<file path="src/pkg/mal_cfg.svh">
// Purpose: Offsets, field positions, opcodes and reset values for the ALU datapath
// Assumes: Included by its bare name from the top module, the monitor and the bench
// Notes: Definitions only
`ifndef MAL_CFG_SVH
`define MAL_CFG_SVH

// Register byte offsets on the Avalon-MM slave
`define MAL_OFS_WORK 4'h0
`define MAL_OFS_STAT 4'h4
`define MAL_OFS_PTR0 4'h8
`define MAL_OFS_PTR1 4'hC

// Status register bit positions
`define MAL_STAT_C 0
`define MAL_STAT_DC 1
`define MAL_STAT_Z 2

// Reset values
`define MAL_RST_WORK 8'h00
`define MAL_RST_PTR 16'h0000

// Opcode prefixes, bits 13:8 of the instruction word
`define MAL_OPC_PTR_ADD 6'h31
`define MAL_OPC_LIT_AND 6'h39
`define MAL_OPC_LIT_ADD 6'h3E
`define MAL_OPC_REG_ADD 6'h07
`define MAL_OPC_REG_AND 6'h05
`define MAL_OPC_ASR 6'h37
`define MAL_OPC_ADDC 6'h3D
// Bit-clear prefix, bits 13:10
`define MAL_OPC_BCLR 4'h4

// File addresses of the two indirect access registers
`define MAL_IND0_ADDR 7'h00
`define MAL_IND1_ADDR 7'h01

`endif

</file>
<file path="src/pkg/mal_pkg.sv">
// Purpose: Types shared by the ALU datapath
// Assumes: mal_cfg.svh holds the numbers
// Notes: Types only
package mal_pkg;

  // Status flags carried together
  typedef struct packed {
    logic z;
    logic dc;
    logic c;
  } mal_flags_t;

  // Write port toward data memory
  typedef struct packed {
    logic we;
    logic [6:0] addr;
    logic [7:0] data;
  } mal_fwr_t;

  // Decoded operation
  typedef enum logic [2:0] {
    MAL_OP_NONE, MAL_OP_PTR_ADD, MAL_OP_LIT_AND, MAL_OP_LIT_ADD,
    MAL_OP_REG_ADD, MAL_OP_REG_AND, MAL_OP_ASR, MAL_OP_ADDC
  } mal_op_t;

  // Issue sequencer states
  typedef enum logic {
    MAL_ST_RUN, MAL_ST_STALL
  } mal_state_t;

endpackage

</file>
<file path="src/hdl/mal_top.sv">
// Purpose: Execution datapath for pointer add, AND, add, add-with-carry, shift, bit clear
// Assumes: Decoder presents the word with the addressed file byte in the same cycle
// Notes: Working register, flags and pointers are also reachable over Avalon-MM
`timescale 1ns/1ns
`include "mal_cfg.svh"

module mal_top
  import mal_pkg::*;
(
  // Clock, reset, enable
  input wire logic sys_clk,
  input wire logic rst,
  input wire logic ce,
  // Instruction issue from the decoder
  input wire logic instr_valid,
  input wire logic [13:0] instr_word,
  input wire logic [7:0] file_rdata,
  output logic instr_ready,
  output logic instr_done,
  // Result write toward data memory
  output mal_fwr_t file_wr,
  // Avalon-MM slave
  input wire logic [3:0] avs_address,
  input wire logic avs_read,
  input wire logic avs_write,
  input wire logic [31:0] avs_writedata,
  output logic [31:0] avs_readdata,
  output logic avs_waitrequest
);

  ////////////////////////////////////////////////////////////////////////////////
  // State
  logic [7:0] work_ff;
  mal_flags_t flags_ff;
  logic [15:0] ptr0_ff;
  logic [15:0] ptr1_ff;
  mal_state_t state_ff;
  logic ready_ff;
  logic done_ff;
  mal_fwr_t fwr_ff;
  logic [31:0] rdata_ff;
  logic wait_ff;

  logic [7:0] nxt_work;
  mal_flags_t nxt_flags;
  logic [15:0] nxt_ptr0;
  logic [15:0] nxt_ptr1;
  mal_fwr_t nxt_fwr;
  logic nxt_stall;
  mal_op_t op;
  logic [7:0] operand;
  logic [7:0] result;
  logic [8:0] sum;
  logic [4:0] low_sum;
  logic carry_in;
  logic [15:0] ptr_sum;
  logic accept;
  logic bus_hit;

  assign accept = ce && instr_valid && ready_ff;
  assign bus_hit = ce && (avs_read || avs_write) && !wait_ff;

  ////////////////////////////////////////////////////////////////////////////////
  // Decode
  always_comb begin
    op = MAL_OP_NONE;
    if (instr_word[13:8] == `MAL_OPC_PTR_ADD && !instr_word[7]) begin
      op = MAL_OP_PTR_ADD;
    end else if (instr_word[13:8] == `MAL_OPC_LIT_AND) begin
      op = MAL_OP_LIT_AND;
    end else if (instr_word[13:8] == `MAL_OPC_LIT_ADD) begin
      op = MAL_OP_LIT_ADD;
    end else if (instr_word[13:8] == `MAL_OPC_REG_ADD) begin
      op = MAL_OP_REG_ADD;
    end else if (instr_word[13:8] == `MAL_OPC_REG_AND) begin
      op = MAL_OP_REG_AND;
    end else if (instr_word[13:8] == `MAL_OPC_ASR) begin
      op = MAL_OP_ASR;
    end else if (instr_word[13:8] == `MAL_OPC_ADDC) begin
      op = MAL_OP_ADDC;
    end
  end

  ////////////////////////////////////////////////////////////////////////////////
  // Execute: one shared adder serves literal add, register add and add-with-carry; pointer add has its own
  always_comb begin
    logic is_lit;
    logic is_bclr;
    is_lit = (op == MAL_OP_LIT_AND) || (op == MAL_OP_LIT_ADD);
    is_bclr = (instr_word[13:10] == `MAL_OPC_BCLR);
    operand = is_lit ? instr_word[7:0] : file_rdata;
    carry_in = (op == MAL_OP_ADDC) ? flags_ff.c : 1'b0;
    sum = {1'b0, work_ff} + {1'b0, operand} + {8'h00, carry_in};
    low_sum = {1'b0, work_ff[3:0]} + {1'b0, operand[3:0]} + {4'h0, carry_in};
    // Sign extension, then plain 16-bit add that drops the carry out
    ptr_sum = (instr_word[6] ? ptr1_ff : ptr0_ff)
              + {{10{instr_word[5]}}, instr_word[5:0]};
    nxt_work = work_ff;
    nxt_flags = flags_ff;
    nxt_ptr0 = ptr0_ff;
    nxt_ptr1 = ptr1_ff;
    nxt_fwr = '{we: 1'b0, addr: instr_word[6:0], data: 8'h00};
    result = 8'h00;
    case (op)
      MAL_OP_LIT_AND, MAL_OP_REG_AND: begin
        result = work_ff & operand;
      end
      MAL_OP_LIT_ADD, MAL_OP_REG_ADD, MAL_OP_ADDC: begin
        result = sum[7:0];
        nxt_flags.c = sum[8];
        nxt_flags.dc = low_sum[4];
      end
      MAL_OP_ASR: begin
        result = {file_rdata[7], file_rdata[7:1]};
        nxt_flags.c = file_rdata[0];
      end
      default: begin
        result = 8'h00;
      end
    endcase
    if (op == MAL_OP_PTR_ADD) begin
      if (instr_word[6]) begin
        nxt_ptr1 = ptr_sum;
      end else begin
        nxt_ptr0 = ptr_sum;
      end
    end else if (is_lit) begin
      nxt_work = result;
      nxt_flags.z = (result == 8'h00);
    end else if (op != MAL_OP_NONE) begin
      nxt_flags.z = (result == 8'h00);
      // Destination bit 7: 0 to working register, 1 back to file
      if (instr_word[7]) begin
        nxt_fwr.we = 1'b1;
        nxt_fwr.data = result;
      end else begin
        nxt_work = result;
      end
    end else if (is_bclr) begin
      nxt_fwr.we = 1'b1;
      nxt_fwr.data = file_rdata & ~(8'h01 << instr_word[9:7]);
    end
    // Indirect target with pointer MSB set costs one more cycle
    nxt_stall = ((op != MAL_OP_NONE && !is_lit && op != MAL_OP_PTR_ADD) || is_bclr)
                && ((instr_word[6:0] == `MAL_IND0_ADDR && ptr0_ff[15])
                 || (instr_word[6:0] == `MAL_IND1_ADDR && ptr1_ff[15]));
  end

  ////////////////////////////////////////////////////////////////////////////////
  // Architectural state; a bus write wins over an instruction in the same cycle
  always_ff @(posedge sys_clk or posedge rst) begin
    if (rst) begin
      work_ff <= `MAL_RST_WORK;
      flags_ff <= '0;
      ptr0_ff <= `MAL_RST_PTR;
      ptr1_ff <= `MAL_RST_PTR;
    end else if (ce) begin
      if (accept) begin
        work_ff <= nxt_work;
        flags_ff <= nxt_flags;
        ptr0_ff <= nxt_ptr0;
        ptr1_ff <= nxt_ptr1;
      end
      if (bus_hit && avs_write) begin
        if (avs_address == `MAL_OFS_WORK) begin
          work_ff <= avs_writedata[7:0];
        end else if (avs_address == `MAL_OFS_STAT) begin
          flags_ff <= avs_writedata[`MAL_STAT_Z:`MAL_STAT_C];
        end else if (avs_address == `MAL_OFS_PTR0) begin
          ptr0_ff <= avs_writedata[15:0];
        end else if (avs_address == `MAL_OFS_PTR1) begin
          ptr1_ff <= avs_writedata[15:0];
        end
      end
    end
  end

  ////////////////////////////////////////////////////////////////////////////////
  // Issue sequencer: ready drops for the extra indirect cycle
  always_ff @(posedge sys_clk or posedge rst) begin
    if (rst) begin
      state_ff <= MAL_ST_RUN;
      ready_ff <= 1'b0;
      done_ff <= 1'b0;
      fwr_ff <= '0;
    end else if (ce) begin
      fwr_ff <= accept ? nxt_fwr : '0;
      case (state_ff)
        MAL_ST_RUN: begin
          ready_ff <= !(accept && nxt_stall);
          done_ff <= accept && !nxt_stall;
          if (accept && nxt_stall) begin
            state_ff <= MAL_ST_STALL;
          end
        end
        MAL_ST_STALL: begin
          ready_ff <= 1'b1;
          done_ff <= 1'b1;
          state_ff <= MAL_ST_RUN;
        end
        default: begin
          state_ff <= MAL_ST_RUN;
        end
      endcase
    end
  end

  ////////////////////////////////////////////////////////////////////////////////
  // Avalon-MM slave: one wait cycle, then answer; unmapped reads give zero
  always_ff @(posedge sys_clk or posedge rst) begin
    if (rst) begin
      wait_ff <= 1'b1;
      rdata_ff <= 32'h0000_0000;
    end else if (ce) begin
      wait_ff <= !((avs_read || avs_write) && wait_ff);
      if ((avs_read || avs_write) && wait_ff) begin
        if (avs_address == `MAL_OFS_WORK) begin
          rdata_ff <= {24'h000000, work_ff};
        end else if (avs_address == `MAL_OFS_STAT) begin
          rdata_ff <= {29'h00000000, flags_ff};
        end else if (avs_address == `MAL_OFS_PTR0) begin
          rdata_ff <= {16'h0000, ptr0_ff};
        end else if (avs_address == `MAL_OFS_PTR1) begin
          rdata_ff <= {16'h0000, ptr1_ff};
        end else begin
          rdata_ff <= 32'h0000_0000;
        end
      end
    end
  end

  assign instr_ready = ready_ff;
  assign instr_done = done_ff;
  assign file_wr = fwr_ff;
  assign avs_readdata = rdata_ff;
  assign avs_waitrequest = wait_ff;

endmodule

</file>
<file path="config.mk">
export PLATFORM = sky130hd
export DESIGN_NAME = mal_top
export DESIGN_NICKNAME = d
export VERILOG_FILES = /design/src/pkg/mal_pkg.sv /design/src/hdl/mal_top.sv
export VERILOG_INCLUDE_DIRS = /design/src /design/src/pkg
export SDC_FILE = /design/constraint.sdc
export NUM_CORES = 1
export LEC_CHECK = 0
export ABC_AREA = 1
export BUFFER_PORTS_ARGS = -buffer_cell sky130_fd_sc_hd__buf_2
export CORE_ASPECT_RATIO = 1.4
export CORE_MARGIN = 5
export CORE_UTILIZATION = 53
export CTS_BUF_LIST = sky130_fd_sc_hd__clkbuf_2
export CTS_CLUSTER_SIZE = 28
export DETAILED_ROUTE_END_ITERATION = 6
export PLACE_DENSITY = 0.82
export SYNTH_ARGS = -nofsm -noshare
export SYNTH_HDL_FRONTEND = slang
export SYNTH_SLANG_ARGS = --single-unit
</file>
<file path="constraint.sdc">
create_clock -name sys_clk -period 2.89 [get_ports sys_clk]
set_clock_uncertainty 0.2 [all_clocks]
set_input_delay 0.578 -clock sys_clk [delete_from_list [all_inputs] [get_ports sys_clk]]
set_output_delay 0.578 -clock sys_clk [all_outputs]
set_load 0.02 [all_outputs]
</file>
; Word level (Yosys, flattened, before mapping)
; Cells that the tools add are included.
[word_totals]
register_bits = 95
latch_bits = 0
mem_bits_rw = 0
mem_bits_ro = 0
out_inout_bits = 51
word_cells = 136
memories = 0
[classes]
addsub = 5
multipliers = 0
div = 0
n_lt_le_gt_ge = 0
n_eq_ne = 20
shifts = 1
muxes = 61
bitwise_logic = 4
reduce_logical = 31
[ops]
columns = operator, count
row1 = $mux 16, 21
row2 = $mux 8, 13
row3 = $mux 3, 11
row4 = $eq 6x6->1 const B, 5
row5 = $pmux 8 s3, 1
row6 = $add 16x16->16, 1
row7 = $and 8x8->8, 2
row8 = $logic_and 1x1->1, 14
row9 = $eq 3x3->1 const B, 4
row10 = $eq 6x3->1 const B, 2
row11 = $mux 1, 11
row12 = $add 8x8->9, 1
row13 = $add 9x1->9, 1
row14 = $eq 4x3->1 const B, 2
row15 = $eq 4x4->1 const B, 2
row16 = $logic_not 8->1, 1
row17 = $not 8->8, 1
row18 = $pmux 1 s2, 4
row19 = $shl 1x3->8 const A, 1
row20 = $eq 7x1->1 const B, 1
row21 = $logic_not 7->1, 1
row22 = $eq 3x2->1 const B, 2
row23 = $logic_not 1->1, 6
row24 = $add 4x4->5, 1
row25 = 10 further kinds, 13

; Logic depth before layout (Yosys ltp)
; Gate-level depths: netlist of the first run.
[logic_depth]
word_depth = 22
mapped_depth = 24

; Worst setup path after synthesis of the first run
; Ideal clock, no wire load.
[synth_timing]
kind = input port to flip-flop
from = input instr_word[13]
to = register flags_ff[2] in the netlist's numbering
setup_ns = 0.066
arrival_time_ns = 3.165
required_ns = 2.624
path_slack_ns = -0.540
path_stages = 19
path_buffers = 1
cell_sequence = nand2_1 > nor2_1 > nand2_1 > nand2_2 > inv_1 > clkbuf_1 > o21ai_0 > fa_1 > fa_1 > xor2_1 > nand2_1 > nand3_1 > nor2_1 > nand2_1 > nor2_1 > nand2_1 > nand2_1 > nand2_1 > nand2_1
[synth_via]
elab_chain_cells = 22
elab_cells_between_ends = 40
classes_between = add/sub: 2 / eq/ne: 14 / mux: 17 / bitwise: 1 / reduce/logical: 6
[synth_lines]
columns = element, line
row1 = from (decl), mal_top.sv:16  ; input wire logic [13:0] instr_word,
row2 = $eq 6x6->1 (no line), n/a
row3 = $mux 3, mal_top.sv:79  ; end else if (instr_word[13:8] == `MAL_OPC_ADDC) begin
row4 = $mux 3, mal_top.sv:77  ; end else if (instr_word[13:8] == `MAL_OPC_ASR) begin
row5 = $mux 3, mal_top.sv:75  ; end else if (instr_word[13:8] == `MAL_OPC_REG_AND) begin
row6 = $mux 3, mal_top.sv:73  ; end else if (instr_word[13:8] == `MAL_OPC_REG_ADD) begin
row7 = $mux 3, mal_top.sv:71  ; end else if (instr_word[13:8] == `MAL_OPC_LIT_ADD) begin
row8 = $mux 3, mal_top.sv:69  ; end else if (instr_word[13:8] == `MAL_OPC_LIT_AND) begin
row9 = $mux 3 *, mal_top.sv:67  ; if (instr_word[13:8] == `MAL_OPC_PTR_ADD && !instr_word[7]) begin
row10 = (+6 left out), n/a
row11 = $logic_not 8->1, "mal_top.sv:129, mal_top.sv:131"
row12 = $mux 1, mal_top.sv:130  ; end else if (op != MAL_OP_NONE) begin
row13 = $mux 1, mal_top.sv:127  ; end else if (is_lit) begin
row14 = $mux 1 *, mal_top.sv:121  ; if (op == MAL_OP_PTR_ADD) begin
row15 = $mux 3 *, mal_top.sv:158  ; if (accept) begin
row16 = $mux 3, mal_top.sv:167  ; end else if (avs_address == `MAL_OFS_STAT) begin
row17 = $mux 3, mal_top.sv:165  ; if (avs_address == `MAL_OFS_WORK) begin
row18 = $mux 3 *, mal_top.sv:164  ; if (bus_hit && avs_write) begin
row19 = to (signal assigned), mal_top.sv:160  ; flags_ff <= nxt_flags;
row20 = to (signal assigned), mal_top.sv:168  ; flags_ff <= avs_writedata[`MAL_STAT_Z:`MAL_STAT_C];
row21 = to (decl), mal_top.sv:34  ; mal_flags_t flags_ff;
; Mark *: on every way between the ends. The rest lies on a longest branch, timed or not.
; A chain may end at the register's enable or synchronous reset.

; Final worst setup path of the first run
[layout_timing]
from = input instr_word[9]
to = register fwr_ff, in the netlist file_wr[6]
[layout_via]
elab_chain_cells = 19
elab_cells_between_ends = 41
classes_between = add/sub: 2 / eq/ne: 14 / shift: 1 / mux: 16 / bitwise: 3 / reduce/logical: 5
[layout_lines]
columns = element, line
row1 = $eq 6x6->1 (no line), n/a
row2 = $mux 3, mal_top.sv:79
row3 = $mux 3, mal_top.sv:77
row4 = $mux 3, mal_top.sv:75
row5 = $mux 3, mal_top.sv:73
row6 = $mux 3, mal_top.sv:71
row7 = $mux 3, mal_top.sv:69
row8 = $mux 3, mal_top.sv:67
row9 = (+3 left out), n/a
row10 = $add 8x8->9, mal_top.sv:93  ; sum = {1'b0, work_ff} + {1'b0, operand} + {8'h00, carry_in};
row11 = $add 9x1->9, mal_top.sv:93
row12 = $pmux 8 s3, mal_top.sv:104  ; case (op)
row13 = $mux 8, mal_top.sv:133  ; if (instr_word[7]) begin
row14 = $mux 8, mal_top.sv:130
row15 = $mux 8, mal_top.sv:127
row16 = $mux 8 *, mal_top.sv:121
row17 = $mux 16 *, mal_top.sv:187  ; fwr_ff <= accept ? nxt_fwr : '0;
row18 = to (signal assigned), mal_top.sv:187
row19 = to (decl), mal_top.sv:40  ; mal_fwr_t fwr_ff;
; Marked as above.

==> results of run 1 <==
==> state kept, by name, summed over array words and instances, names as in the netlist <==
name / flops
flags_ff: 3
instr_ready: 1
state_ff: 1
avs_waitrequest: 1
ptr0_ff: 16
ptr1_ff: 16
avs_readdata: 16
work_ff: 8
instr_done: 1
file_wr: 16
==> worst min-delay path by stage <==
stage	from	end	slack, ns	cells after the start
finish	avs_writedata[11]	ptr1_ff[11]$_DFFE_PP0P_	0.09	3
global route	avs_writedata[11]	ptr1_ff[11]$_DFFE_PP0P_	0.05	3
CTS	avs_writedata[11]	ptr1_ff[11]$_DFFE_PP0P_	0.04	3
detailed placement	avs_readdata[11]$_DFFE_PP0P_	avs_readdata[11]$_DFFE_PP0P_	0.26	2
global placement	avs_readdata[13]$_DFFE_PP0P_	avs_readdata[13]$_DFFE_PP0P_	0.26	2
floorplan	ptr0_ff[10]$_DFFE_PP0P_	ptr0_ff[10]$_DFFE_PP0P_	0.26	2
==> synth_stat cells (2+ instances only) <==
cell,count
nand2_1,259
o21ai_0,112
inv_1,106
dfrtp_1,78
nand3_1,74
nor2_1,62
a21oi_1,61
o22ai_1,24
clkbuf_1,23
ha_1,23
buf_4,17
o21ai_1,10
nand4_1,8
inv_2,7
nand3_2,6
nor3_1,6
xnor2_1,6
a31oi_1,5
buf_2,5
nor2_2,5
o211ai_1,5
a21o_1,4
o21bai_1,4
o311ai_0,4
xor2_1,4
buf_6,3
fa_1,3
nand2_4,3
a211oi_1,2
nand2_2,2
nand3b_1,2
o2111ai_1,2
o22ai_2,2
==> metrics by stage <==
step | hold slack (ns) | utilization
after CTS | 0.0424 | 0.642
after global placement | 0.257 | 0.634
after floorplan | 0.259 | -
final | 0.0861 | 0.643
after detailed placement | 0.260 | 0.634
after global routing | 0.0548 | 0.643
==> worst register-to-register path, delay by kind of cell, from the launching register on <==
kind / cells / cell delay [ns]
compound gates: 3 / 0.31
buf+inv: 6 / 0.53
flops: 1 / 0.41
fa+ha+maj: 2 / 0.58
simple gates: 6 / 0.48
==> per-layer routing <==
metal,share of wire,vias to the layer above,global-route usage
met5,0,-,0
met4,0.070,0,0.178
met3,0.058,94,0.0285
met2,0.51,309,0.507
met1,0.36,3192,0.323
li1,-,3429,-
==> power by group <==
group / internal (mW) / total [mW] / leakage, nW / switching, mW
sequential: 1.26 / 1.39 / 1.05 / 0.131
combinational: 0.605 / 1.50 / 2.95 / 0.891
clock: 0.114 / 0.529 / 0.0574 / 0.415
total: 1.98 / 3.42 / 4.06 / 1.44
==> cells in the final DEF, fill, tap and decap left out, drive strengths merged, types with 23 or more instances in the layout <==
cell	instances
ha	23
nand2	265
nand3	80
dfrtp	78
o22ai	26
inv	113
a21oi	62
o21ai	122
nor2	69
buf	172
==> kinds of logic after synthesis <==
kind of cell,count (synthesis),share of synthesized area
adder cells (fa/ha/maj),26,0.0550
AND/OR/NAND/NOR,434,0.300
other,1,0.000593
flip-flops,79,0.313
AO/OA/AOI/OAI,238,0.207
XOR/XNOR,10,0.0138
buffers and inverters,162,0.111
==> final cells by class <==
type	count	area share
timing repair buffer	173	0.148
tap	147	0.0243
sequential	79	0.262
clock buffer	10	0.00662
multi-input combinational	724	0.496
clock inverter	6	0.00496
antenna	1	0.000331
inverter	113	0.0582
==> what timing repair did <==
item,in CTS,in global routing
hold buffers,1,0
setup endpoints to repair,0,4
resized for setup,0,3
hold endpoints to repair,28,0
==> run summary, run 1 <==
DIE
------------------------------------------------------------------------------------------
Chip height                                                                         139 um
Die outline area                                                               14,300 um^2
I/O pin total                                                                          115
Initial core utilization                                                             0.538
Row count                                                                               47
Total core area                                                                11,800 um^2
Die width                                                                           102 um

YOSYS
------------------------------------------------------------------------------------------
Synth unique cells                                                                      46
Post-synthesis cell area                                                         6330 um^2
Main synth FF type                                                                 dfrtp_1
Share of the yosys chip area belonging to registers                                  0.313
Synth warn                                                                               0
Number of enable flip-flop cells after synthesis                                         0
Synthesized area per cell                                                        6.66 um^2
Share of synthesized registers carrying an async set or reset                         1.00
Post-synthesis register bit count                                                       79
Leading area contributor after synthesis                                           dfrtp_1
Proportion of netlist area held by the largest area contributor                      0.308
Cell types with the largest area share after synthesis                        dfrtp_1 31%, nand2_1 15%, o21ai_0 8.9%, inv_1 6.3%, nand3_1 5.9%
Post-Synthesis Cells                                                                   950

GLOBAL ROUTE
------------------------------------------------------------------------------------------
Total global routing track utilization                                               0.287
Overall overflow remaining after global route                                            0
Antenna violations before repair                                                         1
Number of global-route vias before repair                                            6,613
Global-route wire length before repair                                             32.2 mm
Maximum number of pins on one net before global-route repair                            52

STA
------------------------------------------------------------------------------------------
Final Setup Violations                                                                   0
Transition time at the pin with the least slew margin                             0.776 ns
Slew Viols, Final                                                                        0
Sum of negative setup slack                                                           0 ns
Rel. slew slack                                                                      0.481
Tcrit/Tclk final                                                                     0.936
Worst setup margin                                                                0.184 ns
Number of endpoints with negative hold slack in the final report                         0
Minimum period implied by the final worst setup slack                              2.71 ns
RSZ-0062 raised after global routing                                                 false
Achievable Freq                                                                    370 MHz

CELLS AND AREA
------------------------------------------------------------------------------------------
Area of the multi-input gates                                                    3750 um^2
Fraction of layout cells with a size suffix above 1                                  0.209
Total of fill cells in the finished design                                           1,079
Final cell count without fillers                                                     1,253
Total Nets Final                                                                     1,190
Post-route cell area                                                             7560 um^2
Register cell area after layout                                                  1980 um^2
Area delta synth->final                                                              19.5%

WORST SETUP PATH
------------------------------------------------------------------------------------------
R2r startpoint                                                                ptr0_ff[0]$_DFFE_PP0P_
Buffers plus inverters on the worst setup path                                           5
FF-to-FF setup slack                                                               0.29 ns
Stages on worst setup path                                                              18
Cell family contributing the most delay on the critical path                  simple AND/OR/NAND/NOR gates
Critical path's slowest cell                                                          ha_1
Timing startpoint of the critical path                                        instr_word[9]
Critical path peak fanout                                                                7
CP max stage delay                                                                 0.35 ns
Endpoint required time on the critical path                                        3.14 ns
Critical Path Sink                                                            file_wr[6]$_DFFE_PP0P_
Setup Crit Path Kind                                                             in -> reg
Reg2Reg Capture Point                                                         ptr0_ff[14]$_DFFE_PP0P_
Data arrival time of the critical path                                             2.96 ns
Critical path endpoint category                                                   register
Startpoint type of the worst setup path                                         input port
CP cell instances                                                             buf_2, inv_12, nand2_4, nor2_4, nand2_2, nand2_4, buf_4, o21ai_0, ha_1, buf_4, nand2_1, inv_1, nand3_1, nand4_1, nand3_1, nand2_1, nor2_1, o21ai_0
Cell depth of the worst flop-to-flop path                                               17

ROUTING
------------------------------------------------------------------------------------------
Routed wire length                                                                 20.3 mm
Detail-routed via count per cell                                                      5.61
1st-pass router iterations                                                               7
Routed vias                                                                          7,024
Remaining antenna violation count after routing                                          0
Initial DRC Count                                                                      544
Number of design rule violations left after detail routing                               2
Average routed wire per standard cell                                              16.2 um

CTS
------------------------------------------------------------------------------------------
Clock tree buffer depth                                                                  2
Clock tree from TritonCTS                                                             done
Worst skew pair latency                                                            0.56 ns
Clock edge transition at the registers on the reported setup and hold paths        0.23 ns
Total setup buffers inserted after CTS                                                   0
Clock sink total                                                                        79
Number of buffers added by the clock tree synthesis step                                 9
Cell at the root of the clock tree                                                clkbuf_2
Clock H-tree levels                                                                      3

POWER AND IR DROP
------------------------------------------------------------------------------------------
Maximum resistive drop on vdd                                                       201 uV
Leakage                                                                            4.06 nW
Total power of the final layout                                                    3.42 mW
P per Cell Area                                                                452 nW/um^2

PLACED DESIGN
------------------------------------------------------------------------------------------
Cells after DPL                                                                      1,235
Area after detailed placement                                                    7460 um^2
Worst slack at placement                                                         -0.380 ns
Number of buffers inserted by port buffering                                            82
Post-detail-place hpwl                                                             16.0 mm
Weighted congestion reported at the end of routability-driven placement              0.971

HOLD PATH
------------------------------------------------------------------------------------------
Path category of the worst min-delay check                                       in -> reg

STATUS
------------------------------------------------------------------------------------------
Status                                                                        finished with violations
Violations in the final reports                                                        DRC

JOB
------------------------------------------------------------------------------------------
Max-capacitance violation count                                                          0

(Power assumes the default switching activity.)
==> run 2, diff against run 1 <==
CORE_UTILIZATION = 33   (was 53)
PLACE_DENSITY = 0.57   (was 0.82)
==> run 2 against run 1 <==
The flow now finishes without violations. Total power grew 7.0%. Hold slack worse by 0.0096 ns. Combinational power hardly changed. Sequential power is essentially flat. Count of clock-buffer cells in the layout decreased by 1. Critical endpoint is now file_wr[4]$_DFFE_PP0P_. Largest cell class unchanged.
==> run summary, run 2 (synthesized netlist as in run 1, its figures left out) <==
STA
------------------------------------------------------------------------------------------
Sum of negative setup slack                                                           0 ns   unchanged
Tcrit/Tclk final                                                                     0.930   -0.00577
Number of endpoints with negative hold slack in the final report                         0   unchanged
Final Setup Violations                                                                   0   unchanged
Achievable Freq                                                                    372 MHz   +0.62%
RSZ-0062 raised after global routing                                                 false
Transition time at the pin with the least slew margin                             0.854 ns   +0.0782 ns
Slew Viols, Final                                                                        0   unchanged
Rel. slew slack                                                                      0.428   -0.0523
Minimum period implied by the final worst setup slack                              2.69 ns   -0.0167 ns

WORST SETUP PATH
------------------------------------------------------------------------------------------
Critical path peak fanout                                                               11   +4
Most common cell on crit path                                                       nor2_1
Startpoint type of the worst setup path                                         input port
Data arrival time of the critical path                                             2.94 ns   -0.02 ns
CP max stage delay                                                                 0.40 ns   +0.05 ns
R2r startpoint                                                                ptr0_ff[0]$_DFFE_PP0P_
Critical path's slowest cell                                                          fa_2
Setup Crit Path Kind                                                             in -> reg
Endpoint required time on the critical path                                        3.14 ns   about the same
CP cell instances                                                             buf_2, inv_12, nand2_4, nor2_4, nand2_2, nand2_4, inv_4, nand2_2, o21ai_2, fa_2, fa_2, nand2_1, nand3b_1, nand2_1, nor2_1, nor2_1, inv_1, nor2_1, o21ai_0
Critical path endpoint category                                                   register
Timing startpoint of the critical path                                        instr_word[9]

GLOBAL ROUTE
------------------------------------------------------------------------------------------
Number of global-route vias before repair                                            6,765   +2.3%
Overall overflow remaining after global route                                            0   unchanged
Total global routing track utilization                                               0.202   -0.0857
Maximum number of pins on one net before global-route repair                            55   +5.8%
Global-route wire length before repair                                             35.2 mm   +9.5%
Antenna violations before repair                                                         1   unchanged

ROUTING
------------------------------------------------------------------------------------------
Number of design rule violations left after detail routing                               0   -2
Routed vias                                                                          6,838   -2.6%
Detail-routed via count per cell                                                      5.02   -10%
Routed wire length                                                                 22.6 mm   +11%
Remaining antenna violation count after routing                                          0   unchanged
Average routed wire per standard cell                                              16.6 um   +2.5%
Initial DRC Count                                                                      387   -29%
1st-pass router iterations                                                               5   -2

CTS
------------------------------------------------------------------------------------------
Clock tree buffer depth                                                                  2   unchanged
Number of buffers added by the clock tree synthesis step                                 9   unchanged
Clock H-tree levels                                                                      3   unchanged
Cell at the root of the clock tree                                                clkbuf_2
Post-cts repair resize count                                                             0   unchanged
Clock sink total                                                                        79   unchanged
Total setup buffers inserted after CTS                                                   0   unchanged
Worst skew pair latency                                                            0.57 ns   about the same
Clock edge transition at the registers on the reported setup and hold paths        0.26 ns   +0.03 ns
Clock tree from TritonCTS                                                             done

CELLS AND AREA
------------------------------------------------------------------------------------------
Most common library cell in the layout ignoring fill and taps                      nand2_1
Post-route cell area                                                             7780 um^2   +2.9%
Fraction of layout cells with a size suffix above 1                                  0.215   +0.00588
Area delta synth->final                                                              23.0%
Most frequent cells in the layout                                             255 x nand2_1, 111 x o21ai_0, 103 x inv_1
Total of fill cells in the finished design                                           2,108   +95%
Total Nets Final                                                                     1,197   +0.59%

POWER AND IR DROP
------------------------------------------------------------------------------------------
Sw frac                                                                              0.410   -0.0108
P per Cell Area                                                                470 nW/um^2   +4.0%
Internal power consumption                                                         2.16 mW   +9.0%
Share of total power in the clock network                                            0.213   +0.058
P_sw                                                                               1.50 mW   +4.3%
Proportion of power drawn by combinational gates                                     0.406   -0.032
Leakage                                                                            4.12 nW   +1.5%
Maximum resistive drop on vdd                                                       214 uV   +6.4%
Sequential fraction of design power                                                  0.381   -0.026

PLACED DESIGN
------------------------------------------------------------------------------------------
Area after detailed placement                                                    7620 um^2   +2.2%
Weighted congestion reported at the end of routability-driven placement              0.952   -2.0%
Number of buffers inserted by port buffering                                            82   unchanged
Post-detail-place hpwl                                                             17.7 mm   +11%

HOLD PATH
------------------------------------------------------------------------------------------
Path category of the worst min-delay check                                       in -> reg
Worst Min Path Start                                                          avs_writedata[11]

DIE
------------------------------------------------------------------------------------------
I/O pin total                                                                          115   unchanged
Chip height                                                                         174 um   +25%
Die outline area                                                               22,100 um^2   +55%
Initial core utilization                                                             0.332   -0.206
Row count                                                                               60   +28%
Total core area                                                                19,100 um^2   +62%
Die width                                                                           127 um   +24%

STATUS
------------------------------------------------------------------------------------------
Status                                                                        finished clean

JOB
------------------------------------------------------------------------------------------
Max-capacitance violation count                                                          0   unchanged

==> run 2: cell types whose count changed in the layout (fill, tap and decap cells not counted), moves of 2 or more <==
cell,delta
bufinv_16,+2
buf_4,+8
o21ai_0,+2
clkinv_1,-2
o21ai_1,-2
==> run 2: per-stage QoR <==
stage / cells / utilization / worst slack, ns / hold slack, ns / total power [mW]
global placement: 1343 / 0.400 / -0.356 / 0.258 / 2.87
floorplan: 965 / - / -0.157 / 0.259 / 2.30
detailed placement: 1343 / 0.400 / -0.413 / 0.260 / 2.89
global route: 1361 / 0.408 / 0.0176 / 0.0387 / 3.91
CTS: 1360 / 0.408 / 0.229 / 0.0257 / 3.67
finish: 1361 / 0.408 / 0.201 / 0.0765 / 3.65
==> run 2: layout make-up <==
| type | instances | area [um^2] | share of cell area |
|---|---|---|---|
| Timing Repair Buffer | 180 | 1160 | 0.149 |
| Clock buffer | 9 | 45.0 | 0.00579 |
| Clock inverter | 7 | 103 | 0.0132 |
| Inverter | 113 | 440 | 0.0566 |
| Tap cell | 248 | 310 | 0.0399 |
| Multi-Input combinational cell | 724 | 3740 | 0.481 |
| Sequential cell | 79 | 1980 | 0.254 |
| Antenna cell | 1 | 2.50 | 0.000321 |
==> run 2: critical path: cells and delay by family <==
kind / cells / cell delay, ns
buffers and inverters: 4 / 0.37
adders and majority gates: 2 / 0.80
AOI/OAI and AO/OA: 2 / 0.20
and+or+nand+nor: 11 / 0.97
==> run 2: power groups by stage <==
stage	registers (mW)	clock network, mW	logic [mW]
2_1_floorplan	1.42	0	0.883
3_3_place_gp	1.41	0	1.46
3_5_place_dp	1.41	0	1.48
4_1_cts	1.39	0.799	1.48
5_1_grt	1.41	0.843	1.65
6_report	1.39	0.779	1.48
==> run 2: worst paths after layout <==
path,end,slack [ns],depth (start not counted)
hold / removal,ptr1_ff[11]$_DFFE_PP0P_,0.08,3
hold reg to reg,avs_readdata[10]$_DFFE_PP0P_,0.31,2
min in group asynchronous,ptr0_ff[15]$_DFFE_PP0P_,0.32,3
setup / recovery,file_wr[4]$_DFFE_PP0P_,0.20,19
setup reg to reg,ptr1_ff[12]$_DFFE_PP0P_,0.22,14
max in group asynchronous,avs_waitrequest$_DFFE_PP1P_,1.47,4
==> run 2: metal layers <==
| layer | vias to the layer above | GRT usage | wire (um) |
|---|---|---|---|
| met1 | 3190 | 0.224 | 8800 |
| met2 | 174 | 0.382 | 12100 |
| met3 | 41 | 0.0179 | 748 |
| met5 | - | 0 | 0 |
| li1 | 3433 | - | - |
| met4 | 0 | 0.0912 | 927 |
==> run 2: repair_timing <==
action | CTS | global route
endpoints found under the setup margin | 0 | 1
hold buffers | 1 | 0
hold endpoints to repair | 26 | 0
